### src/core/sbac_pkg.sv
/*
  Shared constants and types for the two-wire byte access path and the
  first control register of the clock synthesizer configuration port.
  Assumes nothing of its surroundings; imported by scoped name only.
*/
package sbac_pkg;

  // ----------------------------------------------------------------
  // Bus addressing and command decode
  // ----------------------------------------------------------------
  localparam logic [7:0] SLAVE_ADDR_W   = 8'hD2;
  localparam int         CMD_BYTE_BIT   = 7;
  localparam logic [7:0] BLOCK_CMD      = 8'h00;
  localparam logic [7:0] BLOCK_COUNT    = 8'h01;
  localparam logic [7:0] UNMAPPED_READ  = 8'h00;
  localparam logic [6:0] REG0_INDEX     = 7'h00;

  // ----------------------------------------------------------------
  // Control register 0 field positions
  // ----------------------------------------------------------------
  localparam int STRAP_HIGH_BIT = 7;
  localparam int STRAP_MID_BIT  = 6;
  localparam int STRAP_LOW_BIT  = 5;
  localparam int MGMT_BIT       = 4;
  localparam int RSVD_BIT       = 3;
  localparam int REF_SEL_BIT    = 2;
  localparam int SATA_SEL_BIT   = 1;
  localparam int PWR_DN_CFG_BIT = 0;

  // ----------------------------------------------------------------
  // Reset values
  // ----------------------------------------------------------------
  localparam logic       MGMT_RST       = 1'b0;
  localparam logic       RSVD_RST       = 1'b0;
  localparam logic       SATA_SEL_RST   = 1'b0;
  localparam logic       PWR_DN_CFG_RST = 1'b1;
  localparam logic [1:0] ALLOC_MODE_PROC = 2'h0;
  localparam logic [3:0] EXPRESS_CFG_OFF = 4'h0;

  // ----------------------------------------------------------------
  // Slave protocol states
  // ----------------------------------------------------------------
  typedef enum logic [2:0] {
    SBAC_IDLE,
    SBAC_ADDR,
    SBAC_CMD,
    SBAC_WDATA,
    SBAC_ACK,
    SBAC_RDATA,
    SBAC_MACK
  } sbac_state_t;

endpackage : sbac_pkg

### src/core/sbac_line_if.sv
/*
  Line events passed from the pin sampler to the byte access core.
  Assumes both ends run on the same system clock.
*/
`timescale 1ns/10ps
interface sbac_line_if;
  logic scl_rise;
  logic scl_fall;
  logic start_det;
  logic stop_det;
  logic sda_bit;

  modport line (output scl_rise, output scl_fall, output start_det,
                output stop_det, output sda_bit);
  modport core (input scl_rise, input scl_fall, input start_det,
                input stop_det, input sda_bit);
endinterface : sbac_line_if

### src/core/sbac_line.sv
/*
  Samples the clock and data pins of the two-wire bus into the system
  clock domain and finds clock edges, start and stop conditions.
  Assumes the bus clock is much slower than clk (8 clk per bus bit).
*/
`timescale 1ns/10ps
module sbac_line (
  input  wire logic clk,
  input  wire logic nrst,
  input  wire logic scl_i,
  input  wire logic sda_i,
  sbac_line_if.line ev
);

  logic scl_m_q;
  logic scl_s_q;
  logic scl_d_q;
  logic sda_m_q;
  logic sda_s_q;
  logic sda_d_q;

  // ----------------------------------------------------------------
  // Two-stage synchronisers, then one delay stage for edges
  // ----------------------------------------------------------------
  always_ff @(posedge clk) begin
    if (!nrst) begin
      scl_m_q <= 1'b1;
      scl_s_q <= 1'b1;
      scl_d_q <= 1'b1;
      sda_m_q <= 1'b1;
      sda_s_q <= 1'b1;
      sda_d_q <= 1'b1;
    end else begin
      scl_m_q <= scl_i;
      scl_s_q <= scl_m_q;
      scl_d_q <= scl_s_q;
      sda_m_q <= sda_i;
      sda_s_q <= sda_m_q;
      sda_d_q <= sda_s_q;
    end
  end

  assign ev.scl_rise  = scl_s_q & ~scl_d_q;
  assign ev.scl_fall  = ~scl_s_q & scl_d_q;
  assign ev.start_det = scl_s_q & scl_d_q & sda_d_q & ~sda_s_q;
  assign ev.stop_det  = scl_s_q & scl_d_q & ~sda_d_q & sda_s_q;
  assign ev.sda_bit   = sda_s_q;

endmodule : sbac_line

### src/core/sbac_top.sv
/*
  Two-wire byte access slave and control register 0 of the clock
  synthesizer: straps, management mode, loop source selects and the
  power-down behaviour select.
  Assumes an open-drain bus resolved outside, a bus clock of about
  2.5 MHz against a 20 MHz clk, and asynchronous strap pins.
*/
// Operation
// - Acknowledge address, command and data bytes
// - Command MSB set selects byte access
// - Command low seven bits give offset
// - Byte read ends with master NACK, stop
// - Bits 7..5 read latched strap pins
// - Bit 4 selects management mode, resets 0
// - Management bit sticky until reset or power-down full reset
// - Bit 2 picks processor or express loop
// - Express source overrides second register field
// - Bit 2 reset follows loop allocation mode
// - Bit 1 picks SATA source, resets 0
// - Bit 0 low: power-down causes full reset
// - Bit 0 high: legacy power-down, keep config
// - Answer only slave address D2h
// - Command zero selects sequential block access
`timescale 1ns/10ps
module sbac_top (
  input  wire logic       clk,
  input  wire logic       nrst,
  input  wire logic       scl_i,
  input  wire logic       sda_i,
  output logic            sda_o,
  output logic            sda_oe_n,
  input  wire logic       freq_strap_high,
  input  wire logic       freq_strap_mid,
  input  wire logic       freq_strap_low,
  input  wire logic [1:0] pll_alloc_mode,
  input  wire logic       power_down_n,
  input  wire logic [3:0] second_reg_cfg,
  output logic [2:0]      freq_strap_latched,
  output logic            management_mode,
  output logic            ref_from_express_loop,
  output logic [3:0]      express_cfg_eff,
  output logic            sata_from_usb_rate_loop,
  output logic            legacy_power_down,
  output logic [7:0]      reg0_value
);

  sbac_line_if            ev ();
  sbac_pkg::sbac_state_t  st_q;
  sbac_pkg::sbac_state_t  nxt_q;
  logic [7:0]             sh_q;
  logic [7:0]             tx_q;
  logic [2:0]             cnt_q;
  logic                   full_q;
  logic [6:0]             off_q;
  logic                   block_q;
  logic                   count_pend_q;
  logic [5:0]             pin_m_q;
  logic [5:0]             pin_s_q;
  logic [2:0]             strap_q;
  logic                   latch_pend_q;
  logic                   mgmt_q;
  logic                   rsvd_q;
  logic                   ref_sel_q;
  logic                   sata_sel_q;
  logic                   pwr_dn_cfg_q;
  logic                   pwr_dn_s;
  logic [1:0]             alloc_s;
  logic                   full_rst;
  logic                   rst_all;
  logic                   byte_done;
  logic                   addr_match;
  logic                   wr_en;
  logic [7:0]             rd_byte;

  sbac_line u_line (
    .clk   (clk),
    .nrst  (nrst),
    .scl_i (scl_i),
    .sda_i (sda_i),
    .ev    (ev.line)
  );

  // ----------------------------------------------------------------
  // Pin synchronisers and internal reset
  // ----------------------------------------------------------------
  // No reset: pins already settled at the first edge after release
  always_ff @(posedge clk) begin
    pin_m_q <= {~power_down_n, pll_alloc_mode, freq_strap_high,
                freq_strap_mid, freq_strap_low};
    pin_s_q <= pin_m_q;
  end

  assign pwr_dn_s  = pin_s_q[5];
  assign alloc_s   = pin_s_q[4:3];
  assign full_rst  = pwr_dn_s & ~pwr_dn_cfg_q;
  assign rst_all   = ~nrst | full_rst;
  assign legacy_power_down = pwr_dn_s & pwr_dn_cfg_q;

  // ----------------------------------------------------------------
  // Byte framing helpers
  // ----------------------------------------------------------------
  assign byte_done  = ev.scl_fall & full_q;
  assign addr_match = (sh_q[7:1] == sbac_pkg::SLAVE_ADDR_W[7:1]);
  assign wr_en      = (st_q == sbac_pkg::SBAC_WDATA) & byte_done & ~count_pend_q;
  assign rd_byte    = (off_q == sbac_pkg::REG0_INDEX) ? reg0_value
                                                      : sbac_pkg::UNMAPPED_READ;

  // ----------------------------------------------------------------
  // Slave protocol engine
  // ----------------------------------------------------------------
  always_ff @(posedge clk) begin
    if (rst_all) begin
      st_q         <= sbac_pkg::SBAC_IDLE;
      nxt_q        <= sbac_pkg::SBAC_IDLE;
      sh_q         <= 8'h00;
      tx_q         <= 8'h00;
      cnt_q        <= 3'h0;
      full_q       <= 1'b0;
      off_q        <= 7'h00;
      block_q      <= 1'b0;
      count_pend_q <= 1'b0;
      sda_oe_n     <= 1'b1;
    end else if (ev.start_det) begin
      st_q     <= sbac_pkg::SBAC_ADDR;
      cnt_q    <= 3'h0;
      full_q   <= 1'b0;
      sda_oe_n <= 1'b1;
    end else if (ev.stop_det) begin
      st_q     <= sbac_pkg::SBAC_IDLE;
      sda_oe_n <= 1'b1;
    end else begin
      case (st_q)
        sbac_pkg::SBAC_ADDR, sbac_pkg::SBAC_CMD, sbac_pkg::SBAC_WDATA: begin
          if (ev.scl_rise) begin
            sh_q   <= {sh_q[6:0], ev.sda_bit};
            cnt_q  <= cnt_q + 3'h1;
            full_q <= (cnt_q == 3'h7);
          end else if (byte_done) begin
            full_q <= 1'b0;
            cnt_q  <= 3'h0;
            if (st_q == sbac_pkg::SBAC_ADDR) begin
              if (addr_match) begin
                sda_oe_n <= 1'b0;
                st_q     <= sbac_pkg::SBAC_ACK;
                nxt_q    <= sh_q[0] ? sbac_pkg::SBAC_RDATA : sbac_pkg::SBAC_CMD;
              end else begin
                st_q <= sbac_pkg::SBAC_IDLE;
              end
            end else if (st_q == sbac_pkg::SBAC_CMD) begin
              sda_oe_n <= 1'b0;
              st_q     <= sbac_pkg::SBAC_ACK;
              nxt_q    <= sbac_pkg::SBAC_WDATA;
              block_q      <= (sh_q == sbac_pkg::BLOCK_CMD);
              count_pend_q <= (sh_q == sbac_pkg::BLOCK_CMD);
              off_q <= sh_q[sbac_pkg::CMD_BYTE_BIT] ? sh_q[6:0] : 7'h00;
            end else begin
              sda_oe_n <= 1'b0;
              st_q     <= sbac_pkg::SBAC_ACK;
              nxt_q    <= sbac_pkg::SBAC_WDATA;
              count_pend_q <= 1'b0;
              if (block_q && !count_pend_q) begin
                off_q <= off_q + 7'h01;
              end
            end
          end
        end
        sbac_pkg::SBAC_ACK: begin
          if (ev.scl_fall) begin
            st_q <= nxt_q;
            if (nxt_q == sbac_pkg::SBAC_RDATA) begin
              if (block_q && count_pend_q) begin
                tx_q         <= sbac_pkg::BLOCK_COUNT;
                sda_oe_n     <= sbac_pkg::BLOCK_COUNT[7];
                count_pend_q <= 1'b0;
              end else begin
                tx_q     <= rd_byte;
                sda_oe_n <= rd_byte[7];
                if (block_q) begin
                  off_q <= off_q + 7'h01;
                end
              end
            end else begin
              sda_oe_n <= 1'b1;
            end
          end
        end
        sbac_pkg::SBAC_RDATA: begin
          if (ev.scl_fall) begin
            cnt_q <= cnt_q + 3'h1;
            if (cnt_q == 3'h7) begin
              sda_oe_n <= 1'b1;
              st_q     <= sbac_pkg::SBAC_MACK;
            end else begin
              tx_q     <= {tx_q[6:0], 1'b0};
              sda_oe_n <= tx_q[6];
            end
          end
        end
        sbac_pkg::SBAC_MACK: begin
          if (ev.scl_rise) begin
            if (ev.sda_bit) begin
              st_q <= sbac_pkg::SBAC_IDLE;
            end else begin
              st_q  <= sbac_pkg::SBAC_ACK;
              nxt_q <= sbac_pkg::SBAC_RDATA;
            end
          end
        end
        default: begin
          st_q <= sbac_pkg::SBAC_IDLE;
        end
      endcase
    end
  end

  assign sda_o = 1'b0;

  // ----------------------------------------------------------------
  // Strap capture after every reset release
  // ----------------------------------------------------------------
  always_ff @(posedge clk) begin
    if (rst_all) begin
      latch_pend_q <= 1'b1;
      strap_q      <= 3'h0;
    end else if (latch_pend_q) begin
      latch_pend_q <= 1'b0;
      strap_q      <= pin_s_q[2:0];
    end
  end

  // ----------------------------------------------------------------
  // Control register 0 writable fields
  // ----------------------------------------------------------------
  always_ff @(posedge clk) begin
    if (rst_all) begin
      mgmt_q       <= sbac_pkg::MGMT_RST;
      rsvd_q       <= sbac_pkg::RSVD_RST;
      ref_sel_q    <= 1'b0;
      sata_sel_q   <= sbac_pkg::SATA_SEL_RST;
      pwr_dn_cfg_q <= sbac_pkg::PWR_DN_CFG_RST;
    end else if (latch_pend_q) begin
      ref_sel_q <= (alloc_s != sbac_pkg::ALLOC_MODE_PROC);
    end else if (wr_en && off_q == sbac_pkg::REG0_INDEX) begin
      mgmt_q       <= mgmt_q | sh_q[sbac_pkg::MGMT_BIT];
      rsvd_q       <= sh_q[sbac_pkg::RSVD_BIT];
      ref_sel_q    <= sh_q[sbac_pkg::REF_SEL_BIT];
      sata_sel_q   <= sh_q[sbac_pkg::SATA_SEL_BIT];
      pwr_dn_cfg_q <= sh_q[sbac_pkg::PWR_DN_CFG_BIT];
    end
  end

  // ----------------------------------------------------------------
  // Register read view and loop selects
  // ----------------------------------------------------------------
  always_comb begin
    reg0_value = 8'h00;
    reg0_value[sbac_pkg::STRAP_HIGH_BIT] = strap_q[2];
    reg0_value[sbac_pkg::STRAP_MID_BIT]  = strap_q[1];
    reg0_value[sbac_pkg::STRAP_LOW_BIT]  = strap_q[0];
    reg0_value[sbac_pkg::MGMT_BIT]       = mgmt_q;
    reg0_value[sbac_pkg::RSVD_BIT]       = rsvd_q;
    reg0_value[sbac_pkg::REF_SEL_BIT]    = ref_sel_q;
    reg0_value[sbac_pkg::SATA_SEL_BIT]   = sata_sel_q;
    reg0_value[sbac_pkg::PWR_DN_CFG_BIT] = pwr_dn_cfg_q;
  end

  assign freq_strap_latched      = strap_q;
  assign management_mode         = mgmt_q;
  assign ref_from_express_loop   = ref_sel_q;
  assign express_cfg_eff         = ref_sel_q ? sbac_pkg::EXPRESS_CFG_OFF
                                             : second_reg_cfg;
  assign sata_from_usb_rate_loop = sata_sel_q;
endmodule : sbac_top

### config.mk
export PLATFORM = sky130hd
export DESIGN_NAME = sbac_top
export DESIGN_NICKNAME = d
export VERILOG_FILES = /design/src/core/sbac_pkg.sv /design/src/core/sbac_line_if.sv /design/src/core/sbac_line.sv /design/src/core/sbac_top.sv
export SDC_FILE = /design/constraint.sdc
export NUM_CORES = 1
export LEC_CHECK = 0
export BUFFER_PORTS_ARGS = -buffer_cell sky130_fd_sc_hd__buf_2
export CORE_ASPECT_RATIO = 1.2
export CORE_MARGIN = 4
export CORE_UTILIZATION = 25
export CTS_CLUSTER_DIAMETER = 60
export DETAILED_ROUTE_END_ITERATION = 10
export PLACE_DENSITY = 0.4
export SYNTH_ARGS = -nofsm -noshare
export SYNTH_HDL_FRONTEND = slang
export SYNTH_SLANG_ARGS = --single-unit
### constraint.sdc
create_clock -name clk -period 1.9 [get_ports clk]
set_clock_uncertainty 0.15 [all_clocks]
set_input_delay 0.38 -clock clk [delete_from_list [all_inputs] [get_ports clk]]
set_output_delay 0.38 -clock clk [all_outputs]
set_load 0.01 [all_outputs]
-- After elaboration in Yosys (flattened, before gate mapping)
Index checks and enable logic that the tools add are counted.
Widths: inputs -> output; s select.
- reductions and logical operators: 29
- $add $sub $neg: 2
- bitwise gates (word level): 27
- mux-type cells: 66
- eq/ne operators: 31
- operators with widths (kind ; number):
    $mux 7 ; 15
    $mux 3 ; 19
    $pmux 7 s2 ; 2
    $ne 2x2->1 const B ; 13
    $ne 4x4->1 const B ; 6
    $mux 1 ; 23
    $reduce_and 6->1 ; 3
    $eq 3x3->1 const B ; 5
    $reduce_and 7->1 ; 2
    $reduce_bool 2->1 ; 7
    $not 1->1 ; 13
    $and 1x1->1 ; 12
    $pmux 3 s2 ; 2
    $pmux 3 s4 ; 1
    $reduce_and 11->1 ; 1
    $ne 3x3->1 const B ; 3
    $reduce_and 9->1 ; 1
    $logic_not 8->1 ; 1
    $mux 8 ; 1
    $reduce_and 4->1 ; 2
    $reduce_and 8->1 ; 1
    $add 7x1->7 const B ; 1
    $eq 7x7->1 const B ; 1
    $logic_not 7->1 ; 1
    other kinds (14) ; 19
- logic and storage cells: 181
- register bits after elaboration: 62
- output and inout bits: 21
- input port bits: 14

-- Logic depth before layout (Yosys ltp)
- word-level depth: 8
- depth in mapped cells: 8
- mapped depth without buffers: 7

-- Modules after synthesis
Synthesis repeated with hierarchy kept, for this count alone.
- cells, all modules: 336
- area total of the unflattened synthesis: 2995.4 um2
- by module, submodules not included (module ; cells each ; times used ; sequential area each (um2) ; area each (um2)):
    sbac_top ; 320 ; 1 ; 1121.1 ; 2805.2
    sbac_line ; 16 ; 1 ; 120.1 ; 190.2

-- Worst setup path after synthesis
OpenSTA, ideal clock, no wires.
- kind: reg2reg
- from: register cnt_q[0]
- to: register st_q[0]
- library setup time: 0.086 ns
- period minus slack after synthesis: 1.965 ns
- setup slack: -0.065 ns
- buffers on the path: 0
- arrival: 1.729 ns
- cell stages (with the launch flop): 8
- cell sequence: dfxtp_1 > ha_1 > ha_1 > nand2b_1 > o22ai_1 > a32o_1 > mux2_2 > a221oi_2
- word-level cells in the longest chain between the ends: 3
- RTL lines (what ; RTL line ; RTL):
    from (decl) ; sbac_top.sv:52 ; logic [2:0] cnt_q;
    from (signal assigned) ; sbac_top.sv:136 ; cnt_q <= cnt_q + 3'h1;
    from (signal assigned) ; sbac_top.sv:189 ; cnt_q <= cnt_q + 3'h1;
    $eq 3x3->1 ; sbac_top.sv:190 ; if (cnt_q == 3'h7) begin
    $ne 4x4->1 (no source line) ; n/a ;
    $reduce_and 6->1 (no source line) ; n/a ;
    to (signal assigned) ; sbac_top.sv:192 ; st_q <= sbac_pkg::SBAC_MACK;
    to (signal assigned) ; sbac_top.sv:202 ; st_q <= sbac_pkg::SBAC_IDLE;
    to (signal assigned) ; sbac_top.sv:204 ; st_q <= sbac_pkg::SBAC_ACK;
    to (decl) ; sbac_top.sv:48 ; sbac_pkg::sbac_state_t st_q;
Every way passes these cells.
A chain may end at the register's enable or synchronous reset.

-- Worst setup path after layout
- from: register st_q[0]
- to: register st_q[0]
- word-level cells in the longest chain between the ends: 7
- RTL lines (what ; RTL line ; RTL):
    from (signal assigned) ; sbac_top.sv:113 ; st_q <= sbac_pkg::SBAC_IDLE;
    from (signal assigned) ; sbac_top.sv:124 ; st_q <= sbac_pkg::SBAC_ADDR;
    from (signal assigned) ; sbac_top.sv:129 ; st_q <= sbac_pkg::SBAC_IDLE;
    $eq 3x1->1 ; sbac_top.sv:132, sbac_top.sv:141 ;
    $mux 3 ; sbac_top.sv:141 ; if (st_q == sbac_pkg::SBAC_ADDR) begin
    $mux 3 ; sbac_top.sv:138 ; end else if (byte_done) begin
    $mux 3 ; sbac_top.sv:134 ; if (ev.scl_rise) begin
    $pmux 3 s4 ; sbac_top.sv:132 ; case (st_q)
    $mux 1 ; sbac_top.sv:128 ; end else if (ev.stop_det) begin
    $mux 1 ; sbac_top.sv:123 ; end else if (ev.start_det) begin
Parallel ways exist; a longest one is shown, timed or not. The select of a mux whose other input is x is not followed.

==> impl_metrics.csv <==
group,metric,value,unit
layout,fin_nets,432,
critical_path,r2r_setup_slack,-0.05,ns
detailed_routing,route.detailed.drc,0,
synth,ys_seq_elements,62,
cts,clk_pin_slew,0.05,ns
synth,synth_fp_nets,345,
layout,fill_cells,1201,
die,initial_core_util,25.5,%
timing,timing.setup.tns,-0.0503,ns
detailed_routing,wirelength,8200,um
critical_path,r2r-start,"st_q[0]$_SDFFE_PP0P_",
critical_path,critPathLaunchType,"flip-flop",
placement,placed_area,3700,sq um
status,status,"finished, violations left",
synth,yosysTopAreaCellShare,42.1,%
die,fp.coreArea,11600,sq um
global_route,grt_pass1_vias,2670,
worst_hold_path,hold_class,"in -> reg",
critical_path,end_kind,"flip-flop",
timing,post-route-period-util,102,%
synth,ys_seq_area_share,42.1,%
global_route,busiest_layer,"met2",
die,rows,43,
timing,drv_slew,0,
status,violations,"setup timing",
detailed_routing,first_pass_iters,4,
layout,drive_gt1_share,36.3,%
layout,area_delta_synth_final,41.5,%
synth,synthArstFlopShare,0,%
cts,clockBufferDepth,2,
critical_path,path_max_fanout,8,
timing,layout_setup_ws,-0.0470,ns
power,power.density,755,nW/um^2
global_route,antenna_found_initial,0,
power,vdd_drop_max,386,uV
critical_path,critPathLaunch,"st_q[0]$_SDFFE_PP0P_",
placement,post-dp-hpwl,6110,um
timing,setup_viol,3,
critical_path,worstReg2RegEnd,"st_q[0]$_SDFFE_PP0P_",
synth,ys_warn_count,0,
synth,synth_edf_count,0,
run,drv_cap,0,
cts,clkSinkCount,62,
timing,finalCriticalPeriod,1.95,ns
critical_path,r2r_cells,5,
synth,yosys.area.top_type,"dfxtp_1",
placement,gp_congestion,0.850,
timing,rsz0062_at_grt,"yes",
critical_path,cp.required,1.98,ns
global_route,overflow,0,
global_route,grt_use_total,12.8,%
detailed_routing,drtIter0Drc,131,
detailed_routing,viasPerCell,4.61,
timing,hold_viol_final,0,
cts,cts_tree,"yes",
power,p_leak,1.66,nW
die,die_h,127,um
global_route,grtUsageMet3,2.90,%
global_route,use_met2,20.4,%
detailed_routing,ant_nets,0,
synth,synthCells,327,
die,ioPinCount,35,
critical_path,crit_arrival,2.03,ns
synth,avgSynthCellArea,9.01,sq um
synth,synth.distinct_cells,58,
die,die-area,13600,sq um
synth,synth_top_flop_cell,"dfxtp_1",
global_route,grt_max_degree,26,
critical_path,critPathKind,"reg -> reg",
cts,clock_latency,0.33,ns
timing,fmax,514,MHz
cts,htreeDepth,3,
placement,io_buffer_count,33,
global_route,grt_pass1_wl,13700,um
detailed_routing,wire_per_inst,14.2,um
cts,cts_made_buffers,9,
synth,netlist_top_cells_area,"dfxtp_1, mux2i_1, nor2_1",
cts,cts_root_buffer,"clkbuf_16",
synth,synth_area,2950,sq um
detailed_routing,vias,2654,
global_route,met1_usage,16.7,%
layout,diodes,0,
critical_path,cp-endpoint,"st_q[0]$_SDFFE_PP0P_",
die,fp.dieW,107,um
layout,finalInstanceArea,4170,sq um
## routing by layer
layer  share of wire [%]  vias up
met5                   0        -
met4                 2.4        0
met3                 3.1       14
met2                  48       47
met1                  46     1254
li1                    -     1339
## per-stage QoR
| step | total power [W] | cells | util [%] | hold WS [ns] | setup WS, ns |
|---|---|---|---|---|---|
| 6_report | 0.00315 | 576 | 36.1 | 0.0439 | -0.0470 |
| 5_1_grt | 0.00328 | 576 | 36.1 | 0.0237 | -0.125 |
| 4_1_cts | 0.00320 | 577 | 35.8 | 0.0290 | -0.0159 |
| 3_5_place_dp | 0.00152 | 554 | 32.0 | 0.165 | -0.0838 |
| 3_3_place_gp | 0.00152 | 554 | 32.0 | 0.160 | -0.0306 |
| 2_1_floorplan | 0.00145 | 327 | - | 0.160 | 0.00425 |
## flip-flops by register name (all words and copies together), names as in the netlist, 3 cells and up
name / count
freq_strap_latched: 3
sh_q: 8
cnt_q: 3
pin_s_q: 6
nxt_q: 3
pin_m_q: 6
tx_q: 7
off_q: 7
st_q: 3
## power breakdown
part	switching, W	internal [W]
registers	0.0000170	0.00133
clock network	0.000563	0.00108
logic	0.0000820	0.0000788
## worst max-delay path: stages (launching register included)
cell	delay [ns]
dfxtp_4	0.36
buf_4	0.16
or3_1	0.31
a32o_2	0.31
mux2_4	0.31
a221oi_2	0.25
## worst min path at each step
stage	startpoint	endpoint	slack, ns	cells after the start
after floorplan	pin_m_q[0]$_DFF_P_	pin_s_q[0]$_DFF_P_	0.16	0
after global placement	pin_m_q[5]$_DFF_P_	pin_s_q[5]$_DFF_P_	0.16	0
after detailed placement	pin_m_q[0]$_DFF_P_	pin_s_q[0]$_DFF_P_	0.16	0
after CTS	power_down_n	pin_m_q[5]$_DFF_P_	0.03	2
after global routing	power_down_n	pin_m_q[5]$_DFF_P_	0.02	2
final	power_down_n	pin_m_q[5]$_DFF_P_	0.04	2
## layout make-up
type,count,area [sq um],area share [%]
multi-input cells,227,1600,38.2
flip-flops and latches,62,1250,30.1
repair buffers,104,785,18.8
clock buffers,13,260,6.24
well taps,157,196,4.71
clock inverters,3,42.5,1.02
inverters,10,37.5,0.900
## timing repair
item                                   CTS  global route
gates resized for setup                 19            15
endpoints found under the hold margin    5             0
setup buffers                            1             0
cloned                                   1             0
setup endpoints to repair                8            23
hold buffers                             5             0
pin swaps                               11             6
## synth_stat cells (3+ instances only)
master	count
and3_1	4
nor3b_1	4
nand4_1	4
nand3_1	7
ha_1	4
mux2i_1	16
o22ai_1	3
a21oi_1	10
nor2_1	37
nand3b_1	4
or3_1	3
inv_1	8
a31oi_1	6
nor2b_1	7
o21ai_0	22
buf_2	8
a22oi_1	7
a32o_1	6
a211oi_1	8
clkbuf_1	6
nand2_1	19
nand2b_1	13
buf_4	12
dfxtp_1	62
nor4_1	3
## cell usage in the layout, fill, tap and decap left out, types with 3 or more instances in the layout
master and count:
nand2b_1 11, dlygate4sd3_1 5, dfxtp_2 5, buf_6 3, dfxtp_1 55, nand3b_1 4, nand3_1 7, a32o_1 5
or3_1 3, clkbuf_16 9, a31oi_1 6, and3_1 4, a22oi_1 7, nand2_1 19, nand4_1 4, a211oi_1 6
nor2b_1 7, nor2_1 37, buf_2 33, a21oi_1 10, buf_4 58, inv_1 8, nor3b_1 4, o21ai_0 17
buf_12 5, o21ai_2 5, mux2i_1 16
## logic make-up (layout without fill, tap and decap cells)
group	Yosys count	after routing	synth area share, %
and+or+nand+nor	121	121	22.5
AOI/OAI and AO/OA	82	82	19.7
DFF	62	62	42.1
buffers and inverters	38	130	7.22
muxes	18	18	6.32
adders and majority gates	4	4	1.70
other	1	1	0.127
xor gates and xnor gates	1	1	0.297
Note: power is estimated with default switching activity, not from simulation.
